[src/shared/sync_conv_pkg.sv]
// Constants and types for the MIDI to DIN sync converter
`default_nettype none
package sync_conv_pkg;
  localparam int unsigned CLK_HZ = 100_000_000;
  localparam int unsigned CLK_PER_US = CLK_HZ / 1_000_000;
  localparam int unsigned MIDI_BAUD = 31_250;
  localparam int unsigned BIT_CYCLES = CLK_HZ / MIDI_BAUD;
  localparam int unsigned HALF_BIT_CYCLES = BIT_CYCLES / 2;
  localparam int unsigned HOLDOFF_US = 2_000;
  localparam int unsigned HOLDOFF_CYCLES = HOLDOFF_US * CLK_PER_US;
  localparam int unsigned RESTART_US = 2_000;
  localparam int unsigned RESTART_CYCLES = RESTART_US * CLK_PER_US;
  localparam int unsigned INHIBIT_MS = 1_000;
  localparam int unsigned INHIBIT_CYCLES = INHIBIT_MS * (CLK_HZ / 1_000);
  localparam int unsigned PULSE_HIGH_US = 500;
  localparam int unsigned PULSE_HIGH_CYCLES = PULSE_HIGH_US * CLK_PER_US;
  localparam int unsigned PULSE_LOW_US = 500;
  localparam int unsigned PULSE_LOW_CYCLES = PULSE_LOW_US * CLK_PER_US;
  localparam int unsigned PULSES_PER_QUARTER = 24;
  localparam logic [7:0] MSG_CLOCK = 8'hF8;
  localparam logic [7:0] MSG_START = 8'hFA;
  localparam logic [7:0] MSG_CONTINUE = 8'hFB;
  localparam logic [7:0] MSG_STOP = 8'hFC;
  localparam logic [4:0] PIN_RESET = 5'h10;
  localparam int unsigned PIN_MIDI = 4;
  localparam int unsigned PIN_BUTTON = 3;
  localparam int unsigned PIN_DIR = 2;
  localparam int unsigned PIN_EXT_RUN = 1;
  localparam int unsigned PIN_EXT_CLK = 0;
  typedef enum logic [1:0] {
    RX_IDLE = 2'b00,
    RX_START = 2'b01,
    RX_DATA = 2'b10,
    RX_STOP = 2'b11
  } rx_state_type;
endpackage
`default_nettype wire

[src/rtl/midi_to_din_sync_converter.sv]
// MIDI real-time to DIN sync run gate and clock, merged with the internal tempo system
//
// Notes on behaviour
// - Sync clock pulses high then low, 24 per quarter
// - One sync pulse per MIDI Clock byte
// - Clocks without Start still pulse, inhibit, run low
// - Start or Continue raises run gate
// - Stop drops run gate
// - Run gate stays high for whole playback
// - First clock held off 2 ms after run rises
// - Any sync byte inhibits tempo oscillator
// - Inhibit releases about one second after last byte
// - Uninhibited tempo oscillator runs continuously in output mode
// - Button start halts oscillator, restarts after 2 ms
// - Each button press in output mode toggles internal run flip-flop
// - Seen run gate is OR of both sources in output mode
// - Socket clock is OR of both sources
// - Input mode: nothing drives socket, pins feed sequencer
// - Converter functions always active, no enable
`default_nettype none
module midi_to_din_sync_converter #(
  parameter int unsigned HOLDOFF_CYCLES = sync_conv_pkg::HOLDOFF_CYCLES,
  parameter int unsigned RESTART_CYCLES = sync_conv_pkg::RESTART_CYCLES,
  parameter int unsigned INHIBIT_CYCLES = sync_conv_pkg::INHIBIT_CYCLES,
  parameter int unsigned PULSE_HIGH_CYCLES = sync_conv_pkg::PULSE_HIGH_CYCLES,
  parameter int unsigned PULSE_LOW_CYCLES = sync_conv_pkg::PULSE_LOW_CYCLES,
  parameter int unsigned PEND_W = 4
) (
  input wire logic sys_clk, // System clock, 100 MHz
  input wire logic rst, // Asynchronous reset, active high
  input wire logic midi_rx, // MIDI serial input pin, idle high
  input wire logic start_button, // Front-panel start/stop button, high when pressed
  input wire logic dir_output, // Sync switch: high selects output, low input
  input wire logic [23:0] tempo_half_period, // Internal clock half period in cycles
  input wire logic ext_run_in, // Run/stop level read back from the socket pin
  input wire logic ext_clk_in, // Clock level read back from the socket pin
  output logic sock_run_o, // Run/stop driven onto socket
  output logic sock_run_oe, // Run/stop pin drive enable
  output logic sock_clk_o, // Clock driven onto socket
  output logic sock_clk_oe, // Clock pin drive enable
  output logic seq_run, // Run gate seen by the internal sequencer
  output logic seq_clk, // Clock seen by the internal sequencer
  output logic osc_inhibit, // Halts internal tempo oscillator
  output logic int_run // Internal run flip-flop state
);

  ////////////////////////////////////////////////////////////////////////////////
  // Pin synchronisers

  logic [4:0] pin_meta_reg;
  logic [4:0] pin_sync_reg;
  logic rx_s;
  logic btn_s;
  logic dir_s;

  always_ff @(posedge sys_clk or posedge rst) begin
    if (rst) begin
      pin_meta_reg <= sync_conv_pkg::PIN_RESET;
      pin_sync_reg <= sync_conv_pkg::PIN_RESET;
    end else begin
      pin_meta_reg <= {midi_rx, start_button, dir_output, ext_run_in, ext_clk_in};
      pin_sync_reg <= pin_meta_reg;
    end
  end

  assign rx_s = pin_sync_reg[sync_conv_pkg::PIN_MIDI];
  assign btn_s = pin_sync_reg[sync_conv_pkg::PIN_BUTTON];
  assign dir_s = pin_sync_reg[sync_conv_pkg::PIN_DIR];

  ////////////////////////////////////////////////////////////////////////////////
  // MIDI byte receiver

  sync_conv_pkg::rx_state_type rx_state_reg;
  logic [31:0] rx_cnt_reg;
  logic [2:0] rx_bit_reg;
  logic [7:0] rx_shift_reg;
  logic byte_valid_reg;
  logic [7:0] byte_data_reg;

  always_ff @(posedge sys_clk or posedge rst) begin
    if (rst) begin
      rx_state_reg <= sync_conv_pkg::RX_IDLE;
      rx_cnt_reg <= '0;
      rx_bit_reg <= '0;
      rx_shift_reg <= '0;
      byte_valid_reg <= 1'b0;
      byte_data_reg <= '0;
    end else begin
      byte_valid_reg <= 1'b0;
      case (rx_state_reg)
        sync_conv_pkg::RX_IDLE: begin
          if (!rx_s) begin
            rx_state_reg <= sync_conv_pkg::RX_START;
            rx_cnt_reg <= sync_conv_pkg::HALF_BIT_CYCLES - 1;
          end
        end
        sync_conv_pkg::RX_START: begin
          if (rx_cnt_reg != 0) begin
            rx_cnt_reg <= rx_cnt_reg - 1;
          end else if (!rx_s) begin
            rx_state_reg <= sync_conv_pkg::RX_DATA;
            rx_cnt_reg <= sync_conv_pkg::BIT_CYCLES - 1;
            rx_bit_reg <= '0;
          end else begin
            // Glitch, not a start bit
            rx_state_reg <= sync_conv_pkg::RX_IDLE;
          end
        end
        sync_conv_pkg::RX_DATA: begin
          if (rx_cnt_reg != 0) begin
            rx_cnt_reg <= rx_cnt_reg - 1;
          end else begin
            rx_shift_reg <= {rx_s, rx_shift_reg[7:1]};
            rx_cnt_reg <= sync_conv_pkg::BIT_CYCLES - 1;
            if (rx_bit_reg == 3'h7) begin
              rx_state_reg <= sync_conv_pkg::RX_STOP;
            end else begin
              rx_bit_reg <= rx_bit_reg + 3'h1;
            end
          end
        end
        sync_conv_pkg::RX_STOP: begin
          if (rx_cnt_reg != 0) begin
            rx_cnt_reg <= rx_cnt_reg - 1;
          end else begin
            rx_state_reg <= sync_conv_pkg::RX_IDLE;
            // Framing errors are dropped silently
            if (rx_s) begin
              byte_valid_reg <= 1'b1;
              byte_data_reg <= rx_shift_reg;
            end
          end
        end
        default: begin
          rx_state_reg <= sync_conv_pkg::RX_IDLE;
        end
      endcase
    end
  end

  ////////////////////////////////////////////////////////////////////////////////
  // Real-time message decode

  function automatic logic is_sync_byte(input logic [7:0] b);
    is_sync_byte = (b == sync_conv_pkg::MSG_CLOCK) || (b == sync_conv_pkg::MSG_START)
      || (b == sync_conv_pkg::MSG_CONTINUE) || (b == sync_conv_pkg::MSG_STOP);
  endfunction

  // Only single-byte real-time codes are acted on, so interleaving is harmless
  logic clk_byte;
  logic start_byte;
  logic stop_byte;
  logic sync_byte;

  assign clk_byte = byte_valid_reg && (byte_data_reg == sync_conv_pkg::MSG_CLOCK);
  assign start_byte = byte_valid_reg && ((byte_data_reg == sync_conv_pkg::MSG_START)
    || (byte_data_reg == sync_conv_pkg::MSG_CONTINUE));
  assign stop_byte = byte_valid_reg && (byte_data_reg == sync_conv_pkg::MSG_STOP);
  assign sync_byte = byte_valid_reg && is_sync_byte(byte_data_reg);

  ////////////////////////////////////////////////////////////////////////////////
  // MIDI run gate and first-clock holdoff

  logic midi_run_reg;
  logic [31:0] holdoff_cnt_reg;

  // No enable exists on purpose; the converter always runs
  always_ff @(posedge sys_clk or posedge rst) begin
    if (rst) begin
      midi_run_reg <= 1'b0;
    end else if (start_byte) begin
      midi_run_reg <= 1'b1;
    end else if (stop_byte) begin
      midi_run_reg <= 1'b0;
    end
  end

  // Slaves miss a clock edge too close to run rising
  always_ff @(posedge sys_clk or posedge rst) begin
    if (rst) begin
      holdoff_cnt_reg <= '0;
    end else if (start_byte && !midi_run_reg) begin
      holdoff_cnt_reg <= HOLDOFF_CYCLES;
    end else if (holdoff_cnt_reg != 0) begin
      holdoff_cnt_reg <= holdoff_cnt_reg - 1;
    end
  end

  ////////////////////////////////////////////////////////////////////////////////
  // MIDI clock pulse generator

  logic [PEND_W-1:0] pend_cnt_reg;
  logic pulse_busy_reg;
  logic midi_clk_reg;
  logic [31:0] pulse_cnt_reg;
  logic pulse_start;

  assign pulse_start = !pulse_busy_reg && (pend_cnt_reg != 0) && (holdoff_cnt_reg == 0);

  // Bytes arriving during holdoff or a pulse wait here, up to 15 pending; further ones are dropped
  always_ff @(posedge sys_clk or posedge rst) begin
    if (rst) begin
      pend_cnt_reg <= '0;
    end else if (clk_byte && !pulse_start && !(&pend_cnt_reg)) begin
      pend_cnt_reg <= pend_cnt_reg + 1'b1;
    end else if (!clk_byte && pulse_start) begin
      pend_cnt_reg <= pend_cnt_reg - 1'b1;
    end
  end

  always_ff @(posedge sys_clk or posedge rst) begin
    if (rst) begin
      pulse_busy_reg <= 1'b0;
      midi_clk_reg <= 1'b0;
      pulse_cnt_reg <= '0;
    end else if (pulse_start) begin
      pulse_busy_reg <= 1'b1;
      midi_clk_reg <= 1'b1;
      pulse_cnt_reg <= PULSE_HIGH_CYCLES - 1;
    end else if (pulse_busy_reg) begin
      if (pulse_cnt_reg != 0) begin
        pulse_cnt_reg <= pulse_cnt_reg - 1;
      end else if (midi_clk_reg) begin
        midi_clk_reg <= 1'b0;
        pulse_cnt_reg <= PULSE_LOW_CYCLES - 1;
      end else begin
        pulse_busy_reg <= 1'b0;
      end
    end
  end

  ////////////////////////////////////////////////////////////////////////////////
  // Tempo oscillator inhibit

  logic inhibit_reg;
  logic [31:0] inhibit_cnt_reg;

  always_ff @(posedge sys_clk or posedge rst) begin
    if (rst) begin
      inhibit_reg <= 1'b0;
      inhibit_cnt_reg <= '0;
    end else if (sync_byte) begin
      inhibit_reg <= 1'b1;
      inhibit_cnt_reg <= INHIBIT_CYCLES - 1;
    end else if (inhibit_cnt_reg != 0) begin
      inhibit_cnt_reg <= inhibit_cnt_reg - 1;
    end else begin
      inhibit_reg <= 1'b0;
    end
  end

  ////////////////////////////////////////////////////////////////////////////////
  // Internal tempo system

  logic btn_prev_reg;
  logic btn_rise;
  logic int_run_reg;
  logic [31:0] restart_cnt_reg;
  logic [23:0] osc_cnt_reg;
  logic int_clk_reg;
  logic osc_enable;

  // No debounce: the button is assumed clean
  assign btn_rise = btn_s && !btn_prev_reg && dir_s;
  assign osc_enable = !inhibit_reg && (restart_cnt_reg == 0) && dir_s;

  always_ff @(posedge sys_clk or posedge rst) begin
    if (rst) begin
      btn_prev_reg <= 1'b0;
      int_run_reg <= 1'b0;
    end else begin
      btn_prev_reg <= btn_s;
      if (btn_rise) begin
        int_run_reg <= !int_run_reg;
      end
    end
  end

  always_ff @(posedge sys_clk or posedge rst) begin
    if (rst) begin
      restart_cnt_reg <= '0;
    end else if (btn_rise && !int_run_reg) begin
      restart_cnt_reg <= RESTART_CYCLES;
    end else if (restart_cnt_reg != 0) begin
      restart_cnt_reg <= restart_cnt_reg - 1;
    end
  end

  // Halting preloads a full low half, so no clock edge follows a restart at once
  always_ff @(posedge sys_clk or posedge rst) begin
    if (rst) begin
      osc_cnt_reg <= '0;
      int_clk_reg <= 1'b0;
    end else if (!osc_enable) begin
      osc_cnt_reg <= tempo_half_period - 24'h00_0001;
      int_clk_reg <= 1'b0;
    end else if (osc_cnt_reg == 24'h00_0000) begin
      osc_cnt_reg <= tempo_half_period - 24'h00_0001;
      int_clk_reg <= !int_clk_reg;
    end else begin
      osc_cnt_reg <= osc_cnt_reg - 24'h00_0001;
    end
  end

  ////////////////////////////////////////////////////////////////////////////////
  // Merge and sync switch

  always_ff @(posedge sys_clk or posedge rst) begin
    if (rst) begin
      sock_run_o <= 1'b0;
      sock_clk_o <= 1'b0;
      sock_run_oe <= 1'b0;
      sock_clk_oe <= 1'b0;
      seq_run <= 1'b0;
      seq_clk <= 1'b0;
    end else begin
      sock_run_o <= midi_run_reg || int_run_reg;
      sock_clk_o <= midi_clk_reg || int_clk_reg;
      sock_run_oe <= dir_s;
      sock_clk_oe <= dir_s;
      if (dir_s) begin
        seq_run <= midi_run_reg || int_run_reg;
        seq_clk <= midi_clk_reg || int_clk_reg;
      end else begin
        seq_run <= pin_sync_reg[sync_conv_pkg::PIN_EXT_RUN];
        seq_clk <= pin_sync_reg[sync_conv_pkg::PIN_EXT_CLK];
      end
    end
  end

  assign osc_inhibit = inhibit_reg;
  assign int_run = int_run_reg;
endmodule
`default_nettype wire

[config.mk]
export PLATFORM = sky130hd
export DESIGN_NAME = midi_to_din_sync_converter
export DESIGN_NICKNAME = d
export VERILOG_FILES = /design/src/shared/sync_conv_pkg.sv /design/src/rtl/midi_to_din_sync_converter.sv
export SDC_FILE = /design/constraint.sdc
export NUM_CORES = 1
export LEC_CHECK = 0
export ABC_AREA = 1
export BUFFER_PORTS_ARGS = -buffer_cell sky130_fd_sc_hd__buf_2
export CORE_MARGIN = 5
export CORE_UTILIZATION = 50
export CTS_CLUSTER_DIAMETER = 60
export DETAILED_ROUTE_END_ITERATION = 12
export PLACE_DENSITY = 0.76
export SYNTH_ARGS = -nofsm -noshare
export SYNTH_HDL_FRONTEND = slang
export SYNTH_SLANG_ARGS = --single-unit
[constraint.sdc]
create_clock -name sys_clk -period 10.22 [get_ports sys_clk]
set_input_delay 1.022 -clock sys_clk [delete_from_list [all_inputs] [get_ports sys_clk]]
set_output_delay 1.022 -clock sys_clk [all_outputs]
set_load 0.01 [all_outputs]
==> flow_metrics.py, run 1 <==
metrics = {
    "worst_setup_path": {
        "r2r-end": "rx_cnt_reg[28]$_DFFE_PP0P_",
        "rr_worst_depth": 8,
        "cp_max_fo": 26,
        "crit_type": "reg2reg",
        "end_kind": "register",
        "reg2reg_from": "rx_state_reg[0]$_DFFE_PP0P_",
        "worstPathRequired_ns": 10.63,
        "start_kind": "register",
        "arrival_ns": 3.01,
        "r2r_slack_ns": 7.62,
    },
    "grt": {
        "grt-ovfl-total": 0,
        "grt_max_degree": 104,
        "grt_pass1_wl_mm": 57.9,
        "grt_use_total": 0.206,
        "antenna_found_initial": 0,
        "grt_pass1_vias": 12400,
    },
    "sta": {
        "drv_slew": 0,
        "finalSetupViolCount": 0,
        "worst_slew_pin_slew_ns": 1.16,
        "holdWs_ns": 0.359,
        "fin_crit_sh": 0.254,
        "skew_ns": 0.00954,
        "slew_headroom": 0.229,
        "rsz0062_at_grt": "no",
        "fmax_ghz": 0.385,
        "hold_viol_final": 0,
        "tns_ns": 0,
        "finalCriticalPeriod_ns": 2.60,
    },
    "drt": {
        "wl_mm": 34.2,
        "drc": 0,
        "dr.pass1.iters": 5,
        "num_vias": 13000,
        "ant_nets": 0,
        "avgViaCountPerCell": 5.21,
        "drt_iter0_markers": 1012,
        "wl_per_cell_um": 13.8,
    },
    "yosys": {
        "synth_top_flop_cell": "dfrtp_1",
        "yosys_warnings": 0,
        "synthArstFlopShare": 1.00,
        "ys_seq_area_frac": 0.402,
        "synth_area_per_cell_sq_um": 7.05,
        "ys_types": 52,
        "synth-seq-cells": 232,
        "synth_edf_count": 0,
        "synth_nets": 2101,
        "synth_top_area_cell": "dfrtp_1",
        "synth.area.top_cells": "dfrtp_1 40%, nand2_1 12%, nor2_1 11%, inv_1 6.1%, xor2_1 6.0%",
        "syn_area_sq_um": 14400,
        "syn_inst": 2048,
        "synth_top_area_frac": 0.398,
    },
    "layout": {
        "synthToLayoutAreaGrowth_pct": 10.1,
        "antenna_cells": 0,
        "drive_above_1_share": 0.0737,
        "final_nets": 2138,
        "fin_util": 0.556,
    },
    "placed_design": {
        "place.gp.congestion": 0.950,
        "port_buffers": 38,
        "dp_hpwl_mm": 24.8,
    },
    "run": {
        "maxCapViolCount": 0,
    },
    "power_and_ir_drop": {
        "p_leak_nw": 9.00,
        "power.density_nw_per_um2": 135,
        "peakVddDrop_mv": 0.113,
    },
    "clock_network": {
        "ctsResizeCount": 0,
        "clock_sinks": 232,
        "cts.clk_slew.worst_paths_ns": 0.06,
        "cts_root_buffer": "clkbuf_16",
        "cts_tree": "yes",
        "htree_num_levels": 1,
        "numCtsBuffers": 27,
        "cts_hold_buf": 0,
        "clk_path_buf_depth": 3,
        "clkLatencyLatePin_ns": 0.53,
        "cts_setup_buffers": 0,
    },
    "floorplan": {
        "core_sq_um": 28600,
        "dieArea_sq_um": 32400,
        "io_pins": 39,
        "fp.dieW_um": 180,
        "start_util": 0.505,
        "rows": 62,
        "die_y_um": 180,
    },
    "hold_path": {
        "holdPathStages": 0,
        "min_from": "pin_meta_reg[3]$_DFF_PP0_",
        "hold_path.class": "reg2reg",
        "min_to": "pin_sync_reg[3]$_DFF_PP0_",
    },
    "outcome": {
        "status": "finished clean",
    },
}
-- worst max-delay path, stage by stage, from the launching register on --
cell and delay (ns):
dfrtp_1 0.44, inv_1 0.11, ha_1 0.20, nand2_1 0.36, inv_1 0.16, a21oi_4 0.56
nand2_2 0.32, inv_2 0.24, nor2_1 0.07
-- logic make-up after synthesis --
family	Yosys count	share of synthesized area
buf+inv	278	0.0769
mux	1	0.000780
compound gates	142	0.0576
fa+ha+maj	22	0.0196
simple gates	1251	0.369
flops	232	0.402
xor+xnor	122	0.0740
-- worst max-delay path by stage --
stage,depth (start not counted),slack (ns),start,end
2_1_floorplan,1,2.84,rst,async pin
3_3_place_gp,3,7.65,rst,holdoff_cnt_reg[21]$_DFFE_PP0P_
3_5_place_dp,3,7.61,rst,holdoff_cnt_reg[22]$_DFFE_PP0P_
4_1_cts,8,7.64,rx_state_reg[0]$_DFFE_PP0P_,rx_cnt_reg[28]$_DFFE_PP0P_
5_1_grt,12,7.40,byte_data_reg[1]$_DFFE_PP0P_,pend_cnt_reg[3]$_DFFE_PP0P_
6_report,8,7.62,rx_state_reg[0]$_DFFE_PP0P_,rx_cnt_reg[28]$_DFFE_PP0P_
-- cells in the final DEF (no fill, tap or decap), types with 10 or more instances in the layout --
cell / Yosys / final
a21oi_1: 24 / 24
ha_1: 21 / 21
nand2_1: 469 / 469
xnor2_1: 23 / 23
nor2_2: 11 / 12
or2_2: 15 / 15
xor2_1: 99 / 99
nand3_1: 156 / 156
clkbuf_16: 0 / 27
inv_1: 236 / 235
nor3_1: 83 / 83
nor2_1: 436 / 435
o21ai_1: 16 / 16
nand4_1: 46 / 46
dfrtp_1: 230 / 230
o21ai_2: 10 / 10
buf_2: 18 / 38
o21ai_0: 63 / 63
-- final cells by class --
type | count | area (sq um)
Sequential cell | 232 | 5810
Timing Repair Buffer | 46 | 250
Inverter | 240 | 908
Clock inverter | 12 | 178
Clock buffer | 35 | 756
Tap cell | 384 | 480
Multi-Input combinational cell | 1538 | 7530
Fill cell | 2697 | 12700
-- power breakdown --
group          switching (mW)  leakage (nW)  total [mW]  internal, mW
clock                   0.384         0.451        1.00         0.621
sequential             0.0242          3.07       0.975         0.950
combinational           0.108          5.48       0.163        0.0549
total                   0.516          9.00        2.14          1.63
-- cell usage after synthesis (all sizes together), types with 5 or more instances --
cell    number
nand2      479
nor2       451
inv        240
dfrtp      230
nand3      158
xor2        99
o21ai       89
nor3        84
nand4       46
buf         27
a21oi       26
xnor2       23
ha          21
or2         16
clkbuf      11
nand3b       7
o21bai       7
o211ai       6
o31ai        5
-- layer usage --
| layer | wire length [um] | global-route usage | vias to the layer above |
|---|---|---|---|
| li1 | - | - | 6575 |
| met1 | 15600 | 0.281 | 6028 |
| met2 | 16400 | 0.351 | 305 |
| met3 | 1490 | 0.0228 | 56 |
| met4 | 739 | 0.0536 | 0 |
| met5 | 0 | 0 | - |
-- metrics by stage --
stage / total power [mW] / std cells / cell area, sq um / setup WS, ns
global route: 2.23 / 2487 / 15900 / 7.40
CTS: 2.16 / 2487 / 15900 / 7.64
detailed placement: 1.15 / 2440 / 15000 / 7.61
floorplan: 1.11 / 2048 / 14400 / 2.84
global placement: 1.15 / 2440 / 15000 / 7.65
finish: 2.14 / 2487 / 15900 / 7.62
Power figures use the tool's default switching activity.
==> run 2, diff against run 1 <==
--- a/config.mk
+++ b/config.mk
@@ -11,7 +11,7 @@
 export CORE_UTILIZATION = 50
 export CTS_CLUSTER_DIAMETER = 60
 export DETAILED_ROUTE_END_ITERATION = 12
-export PLACE_DENSITY = 0.76
+export PLACE_DENSITY = 0.79
 export SYNTH_ARGS = -nofsm -noshare
 export SYNTH_HDL_FRONTEND = slang
 export SYNTH_SLANG_ARGS = --single-unit
==> constraint.sdc (replaced) <==
create_clock -name sys_clk -period 2.2 [get_ports sys_clk]
set_input_delay 0.22 -clock sys_clk [delete_from_list [all_inputs] [get_ports sys_clk]]
set_output_delay 0.22 -clock sys_clk [all_outputs]
set_load 0.01 [all_outputs]
==> flow_metrics.py, run 2 (same netlist as run 1, synthesis figures left out) <==
metrics = {
    "outcome": {
        "status": "finished clean",
    },
    "placed_design": {
        "dp_hpwl_mm": 26.4,
        "place_inst": 2481,
        "port_buffers": 38,
        "place.gp.congestion": 0.986,
    },
    "grt": {
        "grt_max_degree": 50,
        "grt_pass1_vias": 13300,
        "grt_pass1_wl_mm": 61.5,
        "grt_use_total": 0.218,
        "antenna_found_initial": 0,
        "grt-ovfl-total": 0,
    },
    "layout": {
        "final_nets": 2197,
        "multi_input_area_sq_um": 7640,
        "final_cell_mix": "464 x nand2_1, 424 x nor2_1, 232 x inv_1",
        "instances_no_fill": 2549,
        "register_area_sq_um": 5810,
        "nFillCells": 2623,
        "synthToLayoutAreaGrowth_pct": 15.2,
        "drive_above_1_share": 0.106,
        "fin_util": 0.581,
        "final_common_cell": "nand2_1",
        "antenna_cells": 0,
    },
    "sta": {
        "worst_slew_pin_slew_ns": 0.835,
        "skew_ns": 0.0182,
        "hold_viol_final": 0,
        "fmax_ghz": 0.476,
        "rsz0062_at_grt": "yes",
        "finalSetupViolCount": 0,
        "fin_crit_sh": 0.954,
        "slew_headroom": 0.442,
        "drv_slew": 0,
        "finalCriticalPeriod_ns": 2.10,
    },
    "clock_network": {
        "htree_num_levels": 1,
        "clock_sinks": 232,
        "numCtsBuffers": 29,
        "cts_tree": "yes",
        "clkLatencyLatePin_ns": 0.55,
        "clk_path_buf_depth": 3,
        "cts_root_buffer": "clkbuf_16",
        "cts.clk_slew.worst_paths_ns": 0.06,
    },
    "floorplan": {
        "io_pins": 39,
        "dieArea_sq_um": 32400,
        "rows": 62,
        "fp.dieW_um": 180,
        "die_y_um": 180,
        "start_util": 0.505,
        "core_sq_um": 28600,
    },
    "drt": {
        "ant_nets": 0,
        "avgViaCountPerCell": 5.26,
        "wl_per_cell_um": 14.1,
        "drc": 0,
        "dr.pass1.iters": 6,
        "wl_mm": 35.9,
        "drt_iter0_markers": 1132,
        "num_vias": 13400,
    },
    "worst_setup_path": {
        "cpPeakStageDelay_ns": 0.37,
        "path_cells": "or2_2 -> nor3_2 -> nand2_1 -> nor2_2 -> nand2_2 -> buf_4 -> fa_1 -> xor2_1 -> nand2_1 -> o21ai_1",
        "end_kind": "register",
        "r2r_slack_ns": 0.10,
        "reg2reg_from": "byte_data_reg[1]$_DFFE_PP0P_",
        "crit_family": "simple AND/OR/NAND/NOR gates",
        "crit_type": "reg2reg",
        "path_common_cell": "nand2_1",
        "cp_max_fo": 4,
        "critPathBufInv": 1,
        "crit_slowest_cell": "dfrtp_1",
        "worstPathRequired_ns": 2.63,
        "arrival_ns": 2.53,
        "rr_worst_depth": 10,
        "start_kind": "register",
        "r2r-end": "pend_cnt_reg[2]$_DFFE_PP0P_",
    },
    "power_and_ir_drop": {
        "power.density_nw_per_um2": 622,
        "power.total_mw": 10.3,
        "p_leak_nw": 9.34,
        "peakVddDrop_mv": 0.624,
    },
    "hold_path": {
        "hold_path.class": "in2reg",
        "holdPathStages": 3,
        "min_to": "osc_cnt_reg[11]$_DFF_PP0_",
        "min_from": "tempo_half_period[11]",
    },
    "run": {
        "maxCapViolCount": 0,
    },
}
-- run 2: worst max path at each step --
stage / startpoint / end / slack [ns] / cells past startpoint
6_report: byte_data_reg[1]$_DFFE_PP0P_ / pend_cnt_reg[2]$_DFFE_PP0P_ / 0.10 / 10
5_1_grt: holdoff_cnt_reg[15]$_DFFE_PP0P_ / pend_cnt_reg[3]$_DFFE_PP0P_ / -0.07 / 14
4_1_cts: byte_data_reg[1]$_DFFE_PP0P_ / pend_cnt_reg[2]$_DFFE_PP0P_ / 0.02 / 10
3_5_place_dp: byte_data_reg[1]$_DFFE_PP0P_ / pend_cnt_reg[2]$_DFFE_PP0P_ / -0.01 / 10
3_3_place_gp: byte_data_reg[1]$_DFFE_PP0P_ / pend_cnt_reg[3]$_DFFE_PP0P_ / 0.05 / 12
2_1_floorplan: rst / async pin / -1.05 / 1
-- run 2: repair_timing --
action,in CTS,in global routing
setup endpoints to repair,1,53
pin swaps,0,10
hold buffers,10,0
endpoints found under the hold margin,34,0
gates resized for setup,1,33
cloned,0,0
buffers inserted,0,6
-- run 2: per-layer routing --
| metal | up-vias | wire length [um] | track usage | share of wire |
|---|---|---|---|---|
| met2 | 302 | 17500 | 0.379 | 0.49 |
| li1 | 6693 | - | - | - |
| met4 | 0 | 1210 | 0.0747 | 0.034 |
| met3 | 98 | 1280 | 0.0267 | 0.036 |
| met5 | - | 0 | 0 | 0 |
| met1 | 6314 | 15900 | 0.282 | 0.44 |
-- run 2: power by group --
group          total [mW]  switching [mW]  internal, mW
combinational       0.810           0.521         0.289
clock                5.00            1.85          3.14
sequential           4.54           0.121          4.42
-- run 2: cell type report --
class / instances / share of cell area
clock buffers: 39 / 0.0483
repair buffers: 103 / 0.0480
inverters: 240 / 0.0544
flip-flops and latches: 232 / 0.349
well taps: 384 / 0.0289
multi-input cells: 1538 / 0.459
clock inverters: 13 / 0.0125
-- run 2: through the flow --
stage / setup TNS, ns / area (sq um) / hold WS, ns / worst slack, ns
floorplan: -243.02 / 14400 / 0.224 / -1.05
CTS: 0 / 16500 / 0.00352 / 0.0232
finish: 0 / 16600 / 0.0259 / 0.101
global route: -0.128 / 16600 / 0.0263 / -0.0708
detailed placement: -0.0167 / 15400 / 0.326 / -0.0137
global placement: 0 / 15400 / 0.326 / 0.0482
-- run 2: worst reg2reg max path: cells and delay by family (launching register included) --
family | cells | cell delay (ns)
xor+xnor | 1 | 0.15
compound gates | 1 | 0.06
buf+inv | 1 | 0.16
fa+ha+maj | 1 | 0.37
flops | 1 | 0.37
simple gates | 6 | 0.88
==> run 3, diff against run 2 <==
--- a/config.mk
+++ b/config.mk
@@ -8,10 +8,11 @@
 export ABC_AREA = 1
 export BUFFER_PORTS_ARGS = -buffer_cell sky130_fd_sc_hd__buf_2
 export CORE_MARGIN = 5
-export CORE_UTILIZATION = 50
+export CORE_UTILIZATION = 45
 export CTS_CLUSTER_DIAMETER = 60
 export DETAILED_ROUTE_END_ITERATION = 12
-export PLACE_DENSITY = 0.79
+export PLACE_DENSITY = 0.73
+export SKIP_LAST_GASP = 1
 export SYNTH_ARGS = -nofsm -noshare
 export SYNTH_HDL_FRONTEND = slang
 export SYNTH_SLANG_ARGS = --single-unit
==> constraint.sdc (replaced) <==
create_clock -name sys_clk -period 1.9 [get_ports sys_clk]
set_input_delay 0.19 -clock sys_clk [delete_from_list [all_inputs] [get_ports sys_clk]]
set_output_delay 0.19 -clock sys_clk [all_outputs]
set_load 0.01 [all_outputs]
==> flow_metrics.py, run 3 (same netlist as run 1, synthesis figures left out) <==
metrics = {
    "outcome": {
        "status": "finished with violations",
        "violations": "negative setup slack",
    },
    "drt": {
        "wl_per_cell_um": 14.6,
        "wl_mm": 39.8,
        "dr.pass1.iters": 6,
        "avgViaCountPerCell": 5.25,
        "ant_nets": 0,
        "drt_iter0_markers": 988,
        "drc": 0,
        "num_vias": 14300,
    },
    "power_and_ir_drop": {
        "intPower_mw": 8.83,
        "seqPwrFrac": 0.447,
        "power.density_nw_per_um2": 640,
        "p_leak_nw": 10.2,
        "p_switching_mw": 2.92,
        "p_sw_frac": 0.249,
        "combPwrFrac": 0.085,
        "peakVddDrop_mv": 0.759,
        "power.total_mw": 11.7,
        "pwr-share-clk": 0.468,
    },
    "worst_setup_path": {
        "crit_slowest_cell": "dfrtp_1",
        "end_kind": "register",
        "r2r-end": "pend_cnt_reg[3]$_DFFE_PP0P_",
        "crit_type": "reg2reg",
        "path_cells": "or2_4 -> nor3_4 -> nand2_2 -> nor2_2 -> nand2_2 -> ha_4 -> nand3_1 -> nand2_1 -> nand2_1 -> nand2_1 -> nand2_1 -> nand2_1 -> nand2_1",
        "startpoint": "byte_data_reg[0]$_DFFE_PP0P_",
        "cp_max_fo": 4,
        "worstPathRequired_ns": 2.34,
        "r2r_slack_ns": -0.22,
        "path_common_cell": "nand2_1",
        "start_kind": "register",
        "critPathCapture": "pend_cnt_reg[3]$_DFFE_PP0P_",
        "cpPeakStageDelay_ns": 0.37,
        "reg2reg_from": "byte_data_reg[0]$_DFFE_PP0P_",
        "arrival_ns": 2.56,
        "rr_worst_depth": 13,
    },
    "sta": {
        "rsz0062_at_grt": "yes",
        "worst_slew_pin_slew_ns": 0.599,
        "fmax_ghz": 0.473,
        "slew_headroom": 0.601,
        "skew_ns": 0.0134,
        "finalCriticalPeriod_ns": 2.12,
        "hold_viol_final": 0,
        "holdWs_ns": 0.0204,
        "drv_slew": 0,
        "finalSetupViolCount": 4,
        "setup_ws_ns": -0.216,
        "fin_crit_sh": 1.11,
    },
    "placed_design": {
        "dp_hpwl_mm": 27.5,
        "place_inst": 2614,
        "place.gp.congestion": 0.923,
        "port_buffers": 38,
    },
    "hold_path": {
        "hold_path.class": "in2reg",
    },
    "layout": {
        "final_nets": 2355,
        "drive_above_1_share": 0.199,
        "final_common_cell": "nand2_1",
        "final_cell_mix": "450 x nand2_1, 378 x nor2_1, 227 x inv_1, 227 x dfrtp_1, 178 x buf_4",
        "instances_no_fill": 2724,
        "synthToLayoutAreaGrowth_pct": 27.0,
        "antenna_cells": 0,
    },
    "grt": {
        "grt_pass1_wl_mm": 64.8,
        "grt-ovfl-total": 0,
        "antenna_found_initial": 0,
        "grt_use_total": 0.211,
        "grt_max_degree": 110,
        "grt_pass1_vias": 14000,
    },
    "floorplan": {
        "core_sq_um": 31600,
        "io_pins": 39,
        "start_util": 0.457,
        "dieArea_sq_um": 35800,
        "fp.dieW_um": 189,
        "rows": 65,
        "die_y_um": 189,
    },
    "clock_network": {
        "cts.clk_slew.worst_paths_ns": 0.06,
        "htree_num_levels": 1,
        "numCtsBuffers": 28,
        "cts_root_buffer": "clkbuf_16",
        "clk_path_buf_depth": 3,
        "clock_sinks": 232,
        "cts_tree": "yes",
        "clkLatencyLatePin_ns": 0.56,
    },
    "run": {
        "maxCapViolCount": 0,
    },
}
[run 3: changes by cell type in the layout (fill, tap and decap cells not counted), sizes merged]
cell and change:
buf +142, bufinv -2, clkbuf +3, clkinv +2, clkinvlp +3, dlygate4sd3 +11, inv -2
[run 3: final cells by class]
class / count / area, sq um
Clock buffer: 36 / 792
Clock inverter: 14 / 159
Fill cell: 2822 / 13300
Inverter: 240 / 912
Multi-Input combinational cell: 1538 / 7990
Sequential cell: 232 / 5810
Tap cell: 402 / 503
Timing Repair Buffer: 262 / 2180
[run 3: metrics by stage]
step	worst slack (ns)	utilization	cell area, sq um	setup TNS [ns]
4_1_cts	-0.127	0.554	17500	-0.262
2_1_floorplan	-1.32	-	14500	-305.77
3_5_place_dp	-0.171	0.515	16300	-0.582
5_1_grt	-0.399	0.580	18300	-1.57
3_3_place_gp	-0.114	0.515	16300	-0.184
6_report	-0.216	0.580	18300	-0.401
[run 3: worst min path at each step]
stage / startpoint / endpoint / slack, ns / depth (start not counted)
global placement: rst / sock_clk_o$_DFF_PP0_ / 0.14 / 2
CTS: tempo_half_period[19] / osc_cnt_reg[19]$_DFF_PP0_ / 0.005 / 4
detailed placement: rst / osc_inhibit$_DFFE_PP0P_ / 0.14 / 2
floorplan: midi_rx / pin_meta_reg[4]$_DFF_PP1_ / 0.19 / 0
finish: tempo_half_period[5] / osc_cnt_reg[5]$_DFF_PP0_ / 0.02 / 3
global route: tempo_half_period[19] / osc_cnt_reg[19]$_DFF_PP0_ / 0.03 / 4
[run 3: what timing repair did]
action | in CTS | in global routing
gates cloned | 0 | 9
endpoints found under the setup margin | 33 | 165
gates resized for setup | 10 | 128
endpoints found under the hold margin | 177 | 0
hold buffers | 21 | 0
pin swaps | 11 | 32
buffers inserted | 5 | 27
[run 3: power groups by stage]
| stage | logic [mW] | registers [mW] | clock network (mW) |
|---|---|---|---|
| 3_3_place_gp | 0.923 | 5.33 | 0 |
| 5_1_grt | 1.13 | 5.27 | 5.79 |
| 6_report | 0.998 | 5.26 | 5.50 |
| 4_1_cts | 0.993 | 5.25 | 5.59 |
| 2_1_floorplan | 0.641 | 5.31 | 0 |
| 3_5_place_dp | 0.952 | 5.33 | 0 |
[run 3: worst max-delay path, delay by kind of cell (launching register included)]
family                   cells  cell delay [ns]
AND/OR/NAND/NOR             12             1.33
flip-flops                   1             0.37
adder cells (fa/ha/maj)      1             0.30
[run 3: per-layer routing]
metal,share of wire,GRT usage,vias to the layer above,routed length [um]
met5,0,0,-,0
met3,0.049,0.0308,111,1940
met4,0.033,0.0631,0,1310
li1,-,-,7004,-
met1,0.42,0.264,6757,16700
met2,0.50,0.380,439,19900
